[config.mk]
export PLATFORM = sky130hd
export DESIGN_NAME = acfc_ctrl
export DESIGN_NICKNAME = d
export VERILOG_FILES = /design/src/acfc_pkg.sv /design/src/acfc_trig_detect.sv /design/src/acfc_ctrl.sv
export SDC_FILE = /design/constraint.sdc
export NUM_CORES = 1
export LEC_CHECK = 0
export ABC_AREA = 1
export BUFFER_PORTS_ARGS = -buffer_cell sky130_fd_sc_hd__buf_2
export CORE_MARGIN = 2
export CORE_UTILIZATION = 50
export CTS_BUF_LIST = sky130_fd_sc_hd__clkbuf_8 sky130_fd_sc_hd__clkbuf_16
export DETAILED_ROUTE_END_ITERATION = 12
export PLACE_DENSITY = 0.69
export SLEW_MARGIN = 20
export SYNTH_ARGS = -nofsm -noshare
export SYNTH_HDL_FRONTEND = slang
export SYNTH_HIERARCHICAL = 1
export SYNTH_SLANG_ARGS = --single-unit
[constraint.sdc]
create_clock -name ref_clk -period 4.7 [get_ports ref_clk]
set_input_delay 0.47 -clock ref_clk [delete_from_list [all_inputs] [get_ports ref_clk]]
set_output_delay 0.47 -clock ref_clk [all_outputs]
set_load 0.02 [all_outputs]
[src/acfc_pkg.sv]
// package: register map, field positions and timing for the converter control slice
package acfc_pkg;
  localparam int          ADDR_W            = 4;
  // byte addresses on the 32-bit slave; word indices 2 and 6 hold the byte registers
  localparam logic [3:0]  IDX_CTRL_TWO      = 4'h2;
  localparam logic [3:0]  IDX_STAT_ZERO     = 4'h6;
  localparam logic [5:0]  ADR_CTRL_TWO      = 6'h08;
  localparam logic [5:0]  ADR_STAT_ZERO     = 6'h18;
  localparam logic [5:0]  ADR_CONTROL       = 6'h20;
  localparam logic [5:0]  ADR_IRQ_STATUS    = 6'h24;
  localparam logic [5:0]  ADR_IRQ_MASK      = 6'h28;
  localparam logic [5:0]  ADR_CDONE         = 6'h2C;
  localparam logic [5:0]  ADR_CMP_EN        = 6'h30;
  localparam logic [5:0]  ADR_RESULT        = 6'h34;
  localparam logic [5:0]  ADR_CHAN_STATUS   = 6'h38;
  // control two fields
  localparam int          BIT_FASTCLR       = 6;
  localparam int          BIT_STOP_CLK      = 5;
  localparam int          BIT_TRIG_LE       = 4;
  localparam int          BIT_TRIG_POL      = 3;
  localparam int          BIT_TRIG_EN       = 2;
  localparam logic [7:0]  CTRL_TWO_RESET    = 8'h00;
  // status zero fields
  localparam int          BIT_SDONE         = 7;
  localparam int          BIT_TOVR          = 5;
  localparam int          BIT_BOVR          = 4;
  // own control register fields
  localparam int          BIT_START         = 0;
  localparam int          BIT_STOP_REQ      = 1;
  localparam int          BIT_FIFO_MODE     = 2;
  localparam int          BIT_TRIG_SRC_AN   = 3;
  localparam int          FLD_CHAN_LO       = 8;
  localparam int          FLD_TRIG_LO       = 16;
  localparam int          FLD_PSC_LO        = 24;
  // irq status bits
  localparam int          IRQ_SEQ_DONE      = 0;
  localparam int          IRQ_COMPARE       = 1;
  localparam int          IRQ_OVERRUN       = 2;
  localparam int          NUM_CH            = 10;
  localparam int          SEQ_LEN           = 4;
  localparam int          CONV_CYCLES       = 14;
  localparam int          INT_DIV           = 50;
  localparam int          REF_CLK_MHZ       = 100;
  localparam int          STP_RCV_NS        = 1500;
  localparam int          STP_RCV_CYC       = (STP_RCV_NS * REF_CLK_MHZ + 999) / 1000;
  // channel select result: 10 analog, internal, high, low, mid, reserved
  typedef enum logic [3:0] {
    ACFC_SRC_IN0 = 4'h0, ACFC_SRC_IN9 = 4'h9, ACFC_SRC_SPECIAL = 4'hA,
    ACFC_SRC_REFH = 4'hB, ACFC_SRC_REFL = 4'hC, ACFC_SRC_MID = 4'hD,
    ACFC_SRC_RSVD = 4'hF
  } acfc_src_t;
endpackage

[src/acfc_trig_detect.sv]
// trigger condition detector: synchroniser, level/edge and polarity select
`timescale 1ns/100ps
`default_nettype none
module acfc_trig_detect (
  input  wire logic ref_clk,
  input  wire logic rst_n,
  input  wire logic trig_in,
  input  wire logic level_mode,
  input  wire logic active_high,
  output logic      trig_hit
);
  logic sync1_r;
  logic sync2_r;
  logic prev_r;
  logic pol_now;
  logic pol_prev;

  always_ff @(posedge ref_clk) begin
    if (!rst_n) begin
      sync1_r <= 1'b0;
      sync2_r <= 1'b0;
      prev_r  <= 1'b0;
    end else begin
      sync1_r <= trig_in;
      sync2_r <= sync1_r;
      prev_r  <= sync2_r;
    end
  end

  assign pol_now  = active_high ? sync2_r : ~sync2_r;
  assign pol_prev = active_high ? prev_r : ~prev_r;
  // level mode fires every cycle the level holds; edge mode once per transition into the active level
  assign trig_hit = level_mode ? pol_now : (pol_now & ~pol_prev);
endmodule // acfc_trig_detect
`default_nettype wire

[src/acfc_ctrl.sv]
// converter sequencer control: flags, stop-mode clocking, triggers, channel select
//
// The Avalon-MM slave port is this design's own decision.
`timescale 1ns/100ps
`default_nettype none
module acfc_ctrl #(
  parameter int NUM_TRIG = 4
) (
  input  wire logic                          ref_clk,
  input  wire logic                          rst_n,
  input  wire logic [5:0]                    avs_address,
  input  wire logic                          avs_read,
  input  wire logic                          avs_write,
  input  wire logic [31:0]                   avs_writedata,
  input  wire logic [3:0]                    avs_byteenable,
  output logic [31:0]                        avs_readdata,
  output logic                               avs_waitrequest,
  input  wire logic                          stop_mode,
  input  wire logic [NUM_TRIG-1:0]           trigger_inputs,
  input  wire logic [acfc_pkg::NUM_CH-1:0]   analog_digital_in,
  input  wire logic [11:0]                   sample_data,
  output logic [acfc_pkg::NUM_CH-1:0]        digital_buffer_en,
  output logic [3:0]                         selected_source,
  output logic                               stop_recovery_busy,
  output logic                               irq
);
  import acfc_pkg::*;

  typedef enum logic [3:0] {
    ACFC_IDLE   = 4'b0001,
    ACFC_CONV   = 4'b0010,
    ACFC_FROZEN = 4'b0100,
    ACFC_DONE   = 4'b1000
  } acfc_state_t;

  acfc_state_t       state_r;
  logic [7:0]        ctrl_two_r;
  logic [31:0]       control_r;
  logic [NUM_CH-1:0] cdone_r;
  logic [NUM_CH-1:0] cmp_en_r;
  logic [2:0]        irq_stat_r;
  logic [2:0]        irq_mask_r;
  logic              sdone_r;
  logic              tovr_r;
  logic              bovr_r;
  logic [3:0]        conv_cnt_r;
  logic [7:0]        tick_cnt_r;
  logic [7:0]        conv_left_r;
  logic              stop_sync1_r;
  logic              stop_sync2_r;
  logic              stop_prev_r;
  logic              crossed_r;
  logic [11:0]       result_r [SEQ_LEN];
  logic [11:0]       cmp_val_r;
  logic [15:0]       rcv_cnt_r;
  logic              rd_ack_r;
  logic [31:0]       readdata_r;

  logic              wr_stb;
  logic              rd_stb;
  logic              abort;
  logic              stopped;
  logic              in_stop_conv;
  logic              tick;
  logic              trig_raw;
  logic              trig_hit;
  logic              start_evt;
  logic              conv_end;
  logic              seq_end;
  logic              store_ok;
  logic              cmp_hit;
  logic [7:0]        tick_div;
  logic [3:0]        trig_sel;

  function automatic acfc_src_t decode_chan(input logic special, input logic [3:0] code);
    acfc_src_t s;
    s = ACFC_SRC_RSVD;
    if (!special) begin
      s = (code > 4'h9) ? ACFC_SRC_IN9 : acfc_src_t'(code);
    end else begin
      case (code)
        4'h1:    s = ACFC_SRC_SPECIAL;
        4'h4:    s = ACFC_SRC_REFH;
        4'h5:    s = ACFC_SRC_REFL;
        4'h6:    s = ACFC_SRC_MID;
        default: s = ACFC_SRC_RSVD;
      endcase
    end
    return s;
  endfunction

  function automatic logic hit_addr(input logic [5:0] a, input logic [5:0] ref_a);
    return a == ref_a;
  endfunction

  // one wait cycle; writes land only at the edge that completes the request
  assign wr_stb          = avs_write & rd_ack_r;
  assign rd_stb          = avs_read & ~rd_ack_r;
  assign avs_waitrequest = (avs_read | avs_write) & ~rd_ack_r;
  assign avs_readdata    = readdata_r;

  always_ff @(posedge ref_clk) begin
    if (!rst_n) begin
      rd_ack_r <= 1'b0;
    end else begin
      rd_ack_r <= (avs_read | avs_write) & ~rd_ack_r;
    end
  end

  assign abort = wr_stb & hit_addr(avs_address, ADR_CTRL_TWO) & avs_byteenable[0];

  always_ff @(posedge ref_clk) begin
    if (!rst_n) begin
      ctrl_two_r <= CTRL_TWO_RESET;
      control_r  <= 32'h0000_0000;
      irq_mask_r <= 3'h0;
      cmp_en_r   <= '0;
      cmp_val_r  <= 12'h000;
    end else begin
      if (abort) begin
        ctrl_two_r <= {1'b0, avs_writedata[6:0]};
      end
      if (wr_stb && hit_addr(avs_address, ADR_CONTROL)) begin
        control_r <= avs_writedata;
      end else begin
        control_r[BIT_START] <= 1'b0;
      end
      if (wr_stb && hit_addr(avs_address, ADR_IRQ_MASK)) begin
        irq_mask_r <= avs_writedata[2:0];
      end
      if (wr_stb && hit_addr(avs_address, ADR_CMP_EN)) begin
        cmp_en_r  <= avs_writedata[NUM_CH-1:0];
        cmp_val_r <= avs_writedata[27:16];
      end
    end
  end

  // stop pin is asynchronous: two flops before use
  always_ff @(posedge ref_clk) begin
    if (!rst_n) begin
      stop_sync1_r <= 1'b0;
      stop_sync2_r <= 1'b0;
      stop_prev_r  <= 1'b0;
    end else begin
      stop_sync1_r <= stop_mode;
      stop_sync2_r <= stop_sync1_r;
      stop_prev_r  <= stop_sync2_r;
    end
  end

  assign stopped      = stop_sync2_r;
  assign in_stop_conv = stopped & ctrl_two_r[BIT_STOP_CLK];
  // internal clock divider is fixed; prescaler only acts in run mode
  assign tick_div = in_stop_conv ? 8'(INT_DIV) : control_r[FLD_PSC_LO +: 8];
  assign tick     = (tick_cnt_r >= tick_div);

  always_ff @(posedge ref_clk) begin
    if (!rst_n) begin
      tick_cnt_r <= 8'h00;
    end else if (tick || state_r != ACFC_CONV) begin
      tick_cnt_r <= 8'h00;
    end else begin
      tick_cnt_r <= tick_cnt_r + 8'h01;
    end
  end

  assign trig_sel = control_r[FLD_TRIG_LO +: 4];
  assign trig_raw = control_r[BIT_TRIG_SRC_AN] ?
                    analog_digital_in[(trig_sel < 4'(NUM_CH)) ? trig_sel : 4'h9] :
                    trigger_inputs[trig_sel[1:0]];

  acfc_trig_detect u_trig (
    .ref_clk     (ref_clk),
    .rst_n       (rst_n),
    .trig_in     (trig_raw),
    .level_mode  (ctrl_two_r[BIT_TRIG_LE]),
    .active_high (ctrl_two_r[BIT_TRIG_POL]),
    .trig_hit    (trig_hit)
  );

  always_comb begin
    digital_buffer_en = '0;
    if (ctrl_two_r[BIT_TRIG_EN] && control_r[BIT_TRIG_SRC_AN]) begin
      digital_buffer_en[(trig_sel < 4'(NUM_CH)) ? trig_sel : 4'h9] = 1'b1;
    end
  end

  assign start_evt = control_r[BIT_START] |
                     (ctrl_two_r[BIT_TRIG_EN] & trig_hit & ~in_stop_conv);
  assign conv_end  = (state_r == ACFC_CONV) && tick && (conv_left_r == 8'h01);
  assign seq_end   = conv_end && (conv_cnt_r == 4'(SEQ_LEN - 1));
  assign store_ok  = conv_end & ~crossed_r;
  assign cmp_hit   = store_ok & cmp_en_r[conv_cnt_r] & (sample_data > cmp_val_r);

  always_ff @(posedge ref_clk) begin
    if (!rst_n) begin
      state_r     <= ACFC_IDLE;
      conv_cnt_r  <= 4'h0;
      conv_left_r <= 8'h00;
      crossed_r   <= 1'b0;
    end else if (abort) begin
      state_r    <= ACFC_IDLE;
      conv_cnt_r <= 4'h0;
    end else begin
      case (state_r)
        ACFC_IDLE, ACFC_DONE: begin
          if (start_evt) begin
            state_r     <= ACFC_CONV;
            conv_cnt_r  <= 4'h0;
            conv_left_r <= 8'(CONV_CYCLES);
            crossed_r   <= 1'b0;
          end
        end
        ACFC_CONV: begin
          if (stopped && !ctrl_two_r[BIT_STOP_CLK]) begin
            state_r <= ACFC_FROZEN;
          end else begin
            if (stopped != stop_prev_r) begin
              crossed_r <= 1'b1;
            end
            if (tick) begin
              conv_left_r <= conv_left_r - 8'h01;
              if (conv_left_r == 8'h01) begin
                crossed_r   <= 1'b0;
                conv_left_r <= 8'(CONV_CYCLES);
                conv_cnt_r  <= seq_end ? 4'h0 : conv_cnt_r + 4'h1;
                state_r     <= seq_end ? ACFC_DONE : ACFC_CONV;
              end
            end
          end
        end
        ACFC_FROZEN: begin
          if (!stopped) begin
            state_r     <= ACFC_CONV;
            conv_left_r <= 8'(CONV_CYCLES);
          end
        end
        default: state_r <= ACFC_IDLE;
      endcase
    end
  end

  always_ff @(posedge ref_clk) begin
    if (!rst_n) begin
      for (int i = 0; i < SEQ_LEN; i++) begin
        result_r[i] <= 12'h000;
      end
    end else if (store_ok) begin
      result_r[conv_cnt_r[1:0]] <= sample_data;
    end
  end

  // flags: hardware set wins over every clear
  always_ff @(posedge ref_clk) begin
    if (!rst_n) begin
      cdone_r <= '0;
    end else begin
      for (int i = 0; i < NUM_CH; i++) begin
        if (store_ok && conv_cnt_r == 4'(i)) begin
          cdone_r[i] <= 1'b1;
        end else if (!ctrl_two_r[BIT_FASTCLR]) begin
          if (wr_stb && hit_addr(avs_address, ADR_CDONE) && avs_writedata[i]) begin
            cdone_r[i] <= 1'b0;
          end
        end else if (i < SEQ_LEN && avs_address == ADR_RESULT + 6'(4 * i)) begin
          if (rd_stb && !cmp_en_r[i]) begin
            cdone_r[i] <= 1'b0;
          end
          if (wr_stb && cmp_en_r[i]) begin
            cdone_r[i] <= 1'b0;
          end
        end
      end
    end
  end

  always_ff @(posedge ref_clk) begin
    if (!rst_n) begin
      sdone_r <= 1'b0;
      tovr_r  <= 1'b0;
      bovr_r  <= 1'b0;
    end else begin
      if (seq_end && !crossed_r) begin
        sdone_r <= 1'b1;
      end else if (wr_stb && hit_addr(avs_address, ADR_STAT_ZERO) && avs_writedata[BIT_SDONE]) begin
        sdone_r <= 1'b0;
      end
      if (state_r == ACFC_CONV && start_evt && ctrl_two_r[BIT_TRIG_EN]) begin
        tovr_r <= 1'b1;
      end else if (wr_stb && hit_addr(avs_address, ADR_STAT_ZERO) && avs_writedata[BIT_TOVR]) begin
        tovr_r <= 1'b0;
      end
      if (store_ok && control_r[BIT_FIFO_MODE] && cdone_r[conv_cnt_r]) begin
        bovr_r <= 1'b1;
      end else if (wr_stb && hit_addr(avs_address, ADR_STAT_ZERO) && avs_writedata[BIT_BOVR]) begin
        bovr_r <= 1'b0;
      end
    end
  end

  always_ff @(posedge ref_clk) begin
    if (!rst_n) begin
      irq_stat_r <= 3'h0;
    end else begin
      for (int i = 0; i < 3; i++) begin
        if ((i == IRQ_SEQ_DONE && seq_end && !crossed_r) || (i == IRQ_COMPARE && cmp_hit) ||
            (i == IRQ_OVERRUN && (tovr_r | bovr_r))) begin
          irq_stat_r[i] <= 1'b1;
        end else if (wr_stb && hit_addr(avs_address, ADR_IRQ_STATUS) && avs_writedata[i]) begin
          irq_stat_r[i] <= 1'b0;
        end
      end
    end
  end

  assign irq = |(irq_stat_r & irq_mask_r);

  // recovery window after leaving stop with internal clock conversions
  always_ff @(posedge ref_clk) begin
    if (!rst_n) begin
      rcv_cnt_r <= 16'h0000;
    end else if (stop_prev_r && !stopped && ctrl_two_r[BIT_STOP_CLK]) begin
      rcv_cnt_r <= 16'(STP_RCV_CYC);
    end else if (rcv_cnt_r != 16'h0000) begin
      rcv_cnt_r <= rcv_cnt_r - 16'h0001;
    end
  end

  assign stop_recovery_busy = (rcv_cnt_r != 16'h0000);
  assign selected_source    = decode_chan(control_r[FLD_CHAN_LO + 4], control_r[FLD_CHAN_LO +: 4]);

  always_ff @(posedge ref_clk) begin
    if (!rst_n) begin
      readdata_r <= 32'h0000_0000;
    end else if (rd_stb) begin
      case (avs_address)
        ADR_CTRL_TWO:    readdata_r <= {24'h0, ctrl_two_r};
        ADR_STAT_ZERO:   readdata_r <= {24'h0, sdone_r, 1'b0, tovr_r, bovr_r, conv_cnt_r};
        ADR_CONTROL:     readdata_r <= control_r;
        ADR_IRQ_STATUS:  readdata_r <= {29'h0, irq_stat_r};
        ADR_IRQ_MASK:    readdata_r <= {29'h0, irq_mask_r};
        ADR_CDONE:       readdata_r <= {22'h0, cdone_r};
        ADR_CMP_EN:      readdata_r <= {4'h0, cmp_val_r, 6'h0, cmp_en_r};
        ADR_RESULT:      readdata_r <= {20'h0, result_r[0]};
        6'h38:           readdata_r <= {20'h0, result_r[1]};
        6'h3C:           readdata_r <= {20'h0, result_r[2]};
        6'h00:           readdata_r <= {20'h0, result_r[3]};
        default:         readdata_r <= 32'h0000_0000;
      endcase
    end
  end
endmodule // acfc_ctrl
`default_nettype wire

# Word level (Yosys, flattened, before mapping)
# Memories as Yosys holds them, arrays and structs flattened.
# Index checks and enable logic that the tools add are counted.
classes:
  bitwise: 24
  n_eq_ne: 51
  n_reduce_logical: 104
  div_mod_pow: 0
  n_mux: 109
  add_sub_neg: 4
  magnitude_cmp: 8
  mul: 0
  shifts: 0
op_table:
  columns: ["operator", "count"]
  rows:
  - ["32-bit one-hot mux with 11 select lines", 1]
  - ["1-bit two-way mux", 73]
  - ["8-bit two-way mux", 8]
  - ["4-bit two-way mux", 14]
  - ["1-bit logical AND", 53]
  - ["6-bit equality test (second input constant)", 8]
  - ["4-bit by 3-bit equality test with 1-bit output (second input constant)", 8]
  - ["2-bit nonzero test", 14]
  - ["8-bit one-hot mux with 3 select lines", 1]
  - ["4-bit by 1-bit inequality test with 1-bit output (second input constant)", 4]
  - ["16-bit nonzero test", 1]
  - ["16-bit by 1-bit subtractor with 16-bit output (second input constant)", 1]
  - ["3-bit nonzero test", 5]
  - ["2-bit AND reduction", 7]
  - ["1-bit AND", 12]
  - ["1-bit binary-select mux with 4-bit select", 3]
  - ["4-bit by 1-bit equality test with 1-bit output (second input constant)", 3]
  - ["4-bit by 2-bit equality test with 1-bit output (second input constant)", 3]
  - ["4-bit equality test (second input constant)", 3]
  - ["12-bit > comparator", 1]
  - ["12-bit two-way mux", 1]
  - ["2-bit by 1-bit inequality test with 1-bit output (second input constant)", 6]
  - ["3-bit by 1-bit inequality test with 1-bit output (second input constant)", 4]
  - ["3-bit one-hot mux with 4 select lines", 1]
  - ["other kinds (37)", 65]
totals:
  word_cells: 338
  ramBits: 48
  rom_bits: 0
  reg_bits: 160
  output_inout_bits: 49
  latchBits: 0
  in_bits: 73
  mem_count: 1
mem_list:
  columns: ["name", "words", "word_bits", "rd", "rd_clocked_by_memory_dff", "wr", "line", "text"]
  rows:
  - ["result_r", 4, 12, 4, 0, 4, "acfc_ctrl.sv:53", "logic [11:0] result_r [SEQ_LEN];"]

# Depth between registers and ports, before layout
depth:
  word_depth: 11
  ltp_mapped: 16
  depth_no_buf: 16

# By module
# Netlist, hierarchy kept.
by_module_without_submodules:
  columns: ["mod", "cells_per_inst", "seq_area_each_um2", "area_each_um2", "n_inst"]
  rows:
  - ["acfc_ctrl", 1399, 4584.4, 10268.6, 1]
  - ["acfc_trig_detect", 19, 60.1, 120.1, 1]

# Least setup slack after synthesis
# OpenSTA, ideal clock, no wires.
synth_path:
  path_type: "reg2reg"
  start: "register stop_sync2_r"
  end: "memory result_r[2][0], enable pin"
  setup_slack_ps: 1911
  setup_time_ps: 398
  stages_incl_launch_ff: 13
  period_less_slack_ps: 2789
  arrival_ps: 2392
  t_required_ps: 4302
  path_buffers: 0
  cell_sequence: "dfxtp_1 -> nand2_1 -> inv_1 -> nor2_1 -> ha_1 -> nand2_1 -> nor2_1 -> nor2_1 -> nand2_1 -> nand2_1 -> nand2_1 -> nand3_4 -> o21ai_0"
synth_lines:
  columns: ["item", "line", "text"]
  rows:
  - ["start, declared", "acfc_ctrl.sv:50", "logic stop_sync2_r;"]
  - ["start signal, assigned", "acfc_ctrl.sv:146", "stop_sync2_r <= stop_sync1_r;"]
  - ["end, declared", "acfc_ctrl.sv:53", null]

==> flow_summary.rst <==
.. list-table::
   :header-rows: 1

   * - Metric
     - Value
   * - Post-synthesis async set-or-reset flop share
     - 0%
   * - Post CTS Setup Buffer Count
     - 0
   * - Bufs on Longest Clock Path
     - 3
   * - Number of global-route vias before repair
     - 9103
   * - Area share of the largest cell type after synthesis
     - 30.8%
   * - Input/output buffers
     - 118
   * - Number of design-rule violations left by the first detailed-router iteration
     - 819
   * - HPWL Detailed
     - 21000 um
   * - Share of post-route cells with drive strength above 1
     - 13.2%
   * - Routability-driven placement congestion ratio
     - 0.942
   * - Total number of yosys warnings
     - 6
   * - Final Hold Vio Count
     - 0
   * - Via count of the routed design
     - 9723
   * - Placeable Area
     - 20300 um^2
   * - DRT Wirelength
     - 29900 um
   * - Highest achievable clock rate
     - 316 MHz
   * - Worst max-slew margin expressed relative to the limit
     - 28.8%
   * - Area overhead of the layout relative to synthesis
     - 14.5%
   * - Clock tree from TritonCTS
     - built
   * - Initial Utilization
     - 51.2%
   * - Number of storage elements in the synthesis netlist
     - 208
   * - Antenna violations before repair
     - 3
   * - Buffer and inverter count on the worst path
     - 1
   * - Area leader, netlist
     - dfxtp_1
   * - Series of cell instances along the critical path
     - nand2_1 -> inv_1 -> nor2_1 -> ha_1 -> nand2_1 -> nor2_1 -> nor2_1 -> nand2_1 -> nand2_1 -> nand2_1 -> nand3_4 -> nor2_8 -> nand3_4 -> nand2_1
   * - Number of optimization iterations in the first detailed-route pass
     - 7
   * - Main area contributors after synthesis
     - dfxtp_1 31%, edfxtp_1 14%, nand2_1 12%
   * - Power density normalized to cell area
     - 428 nW/um^2
   * - Synthesized area
     - 10400 um^2
   * - Slowest library cell on the worst path
     - nand2_1
   * - Post-layout instance count excluding filler cells
     - 1804
   * - Number of cells produced by synthesis
     - 1418
   * - Number of enable flip-flop cells after synthesis
     - 48
   * - Type of destination of the critical path
     - register
   * - Clock Skew
     - 23.9 ps
   * - Total number of placement rows
     - 52
   * - CTS clk-pin slew, worst paths
     - 60 ps
   * - Clock buffers created by TritonCTS
     - 23
   * - Number of levels in the clock H-tree
     - 1
   * - Clock latency at the later pin of the worst-skew pair
     - 520 ps
   * - Actual slew at the worst max-slew pin
     - 1060 ps
   * - Sinks on Clock Net
     - 208
   * - Largest net degree at the start of global routing
     - 91
   * - Peak supply drop
     - 0.255 mV
   * - Setup repair after global routing missed its margin
     - no
   * - Post-synthesis sequential area ratio
     - 44.7%
   * - All-Layer GR Usage
     - 27.0%
   * - Data required time at the worst endpoint
     - 4850 ps
   * - Category of the most critical setup path
     - register to register
   * - Clock root buffer
     - clkbuf_16
   * - Die H
     - 148 um
   * - Final setup violation count
     - 0
   * - Tcrit/Tclk final
     - 67.4%
   * - Mean instance size in the synthesized netlist
     - 7.33 um^2
   * - Cell with the most instances after synthesis
     - nand2_1
   * - Critical Path Most Common Cell
     - nand2_1
   * - Wire length of the first global-routing pass
     - 47500 um
   * - Residual DRC
     - 0
   * - Number of antenna-violating nets in the routed design
     - 0
   * - Net count reported at finish
     - 1620
   * - Data arrival at the endpoint of the critical path
     - 3320 ps
   * - Dominant register cell in the synthesized netlist
     - dfxtp_1
   * - Remaining Overflow, GRT
     - 0
   * - Total die area
     - 21900 um^2
   * - I/O pin cnt
     - 122
   * - Cell count after placement
     - 1763
   * - Final-layout setup total negative slack
     - 0 ps
   * - Post-CTS Hold Fix Bufs
     - 0
   * - Leakage power summed over all cells
     - 5.29 nW
   * - Outcome
     - complete, no violations
   * - Number of maximum-capacitance constraint violations
     - 0
   * - Dominant delay contributor by cell family on the critical path
     - simple AND/OR/NAND/NOR gates
   * - Cell variety after synth
     - 45
   * - Most instantiated cells after synthesis
     - 341 x nand2_1, 208 x nor2_1, 160 x dfxtp_1, 143 x inv_1, 112 x a21oi_1
   * - CP max FO
     - 13
   * - Number of slew-limit violations in the final report
     - 0
   * - Syn_nets
     - 1520
   * - Per-cell via count in the routed design
     - 5.39
   * - Worst hold path class
     - input port to register
   * - Wire length per cell after detailed routing
     - 16.6 um
   * - Number of cells upsized or downsized after cts
     - 0
   * - Final critical path time including I/O delays and setup
     - 3170 ps
   * - Chip width
     - 148 um
   * - Kind of start point of the critical path
     - register
   * - CP max stage delay
     - 530 ps
==> worst reg2reg max path, cell delays in order, from the launching register on <==
cell and delay [ps]:
dfxtp_1 380, nand2_1 210, inv_1 200, nor2_1 60
ha_1 290, nand2_1 50, nor2_1 80, nor2_1 40
nand2_1 60, nand2_1 100, nand2_1 180, nand3_4 180
nor2_8 230, nand3_4 220, nand2_1 540
==> final timing paths <==
kind	cells past startpoint	start	slack (ps)	end
setup / recovery	14	stop_sync2_r	1530	result_r[1][7]
hold / removal	3	avs_writedata[10]	190	control_r[10]
setup reg to reg	14	stop_sync2_r	1530	result_r[1][7]
hold reg to reg	2	stop_sync1_r	410	stop_sync2_r
==> registers in the layout (all words and copies together), names as in the netlist, 3 cells and up <==
| name | cells |
|---|---|
| irq_mask_r | 3 |
| rcv_cnt_r | 16 |
| cdone_r | 10 |
| ctrl_two_r | 7 |
| result_r | 48 |
| cmp_en_r | 10 |
| irq_stat_r | 3 |
| cmp_val_r | 12 |
| tick_cnt_r | 8 |
| conv_left_r | 8 |
| control_r | 32 |
| avs_readdata | 32 |
| conv_cnt_r | 4 |
| state_r | 4 |
==> routing by layer <==
metal	share of wire [%]	track usage (%)	vias to the layer above	routed length [um]
li1	-	-	4844	-
met1	45	36.8	4491	13300
met2	46	44.8	333	13700
met3	6.9	4.14	53	2060
met4	2.7	7.81	2	812
met5	0.040	0	-	12
==> logic make-up (layout without fill, tap and decap cells) <==
logic type | after synthesis | in the layout | synth area share [%]
AOI/OAI and AO/OA | 252 | 252 | 13.0
xor gates and xnor gates | 10 | 10 | 0.843
adders and majority gates | 29 | 29 | 3.49
buffers and inverters | 204 | 319 | 7.91
DFF | 208 | 208 | 44.7
other | 0 | 1 | 0
and+or+nand+nor | 715 | 715 | 30.0
==> placed cells by master, fill, tap and decap left out, types with 9 or more instances in the layout <==
master,Yosys,final
dfxtp_1,160,160
nand3_1,79,79
nand2_1,341,341
nor3_1,24,24
edfxtp_1,48,48
buf_2,16,118
nor2_1,208,208
clkbuf_16,0,24
inv_1,143,148
nand4_1,24,24
o22ai_1,12,12
ha_1,29,29
o21ai_0,93,93
a21oi_1,112,112
inv_2,8,9
==> stage by stage <==
stage | area [um^2] | worst slack, ps | utilization (%) | total power [mW] | hold slack [ps]
global route | 11900 | 1270 | 58.6 | 5.36 | 187
CTS | 11900 | 1540 | 58.6 | 5.10 | 175
finish | 11900 | 1530 | 58.6 | 5.09 | 186
global placement | 11100 | 1580 | 54.8 | 3.27 | 403
floorplan | 10400 | 1910 | - | 2.99 | 390
detailed placement | 11100 | 1530 | 54.8 | 3.28 | 403
==> power by group <==
| part | switching [mW] | internal (mW) |
|---|---|---|
| registers | 0.101 | 1.95 |
| clock network | 0.729 | 1.09 |
| logic | 0.815 | 0.403 |
| total | 1.65 | 3.44 |
==> cell type report <==
class | count | area, um^2
Sequential cell | 208 | 4640
Tap cell | 270 | 338
Fill cell | 1959 | 8410
Multi-Input combinational cell | 1006 | 4920
Inverter | 154 | 581
Clock buffer | 28 | 656
Clock inverter | 12 | 106
Timing Repair Buffer | 125 | 643
Antenna cell | 1 | 2.50
Power figures use the tool's default switching activity.
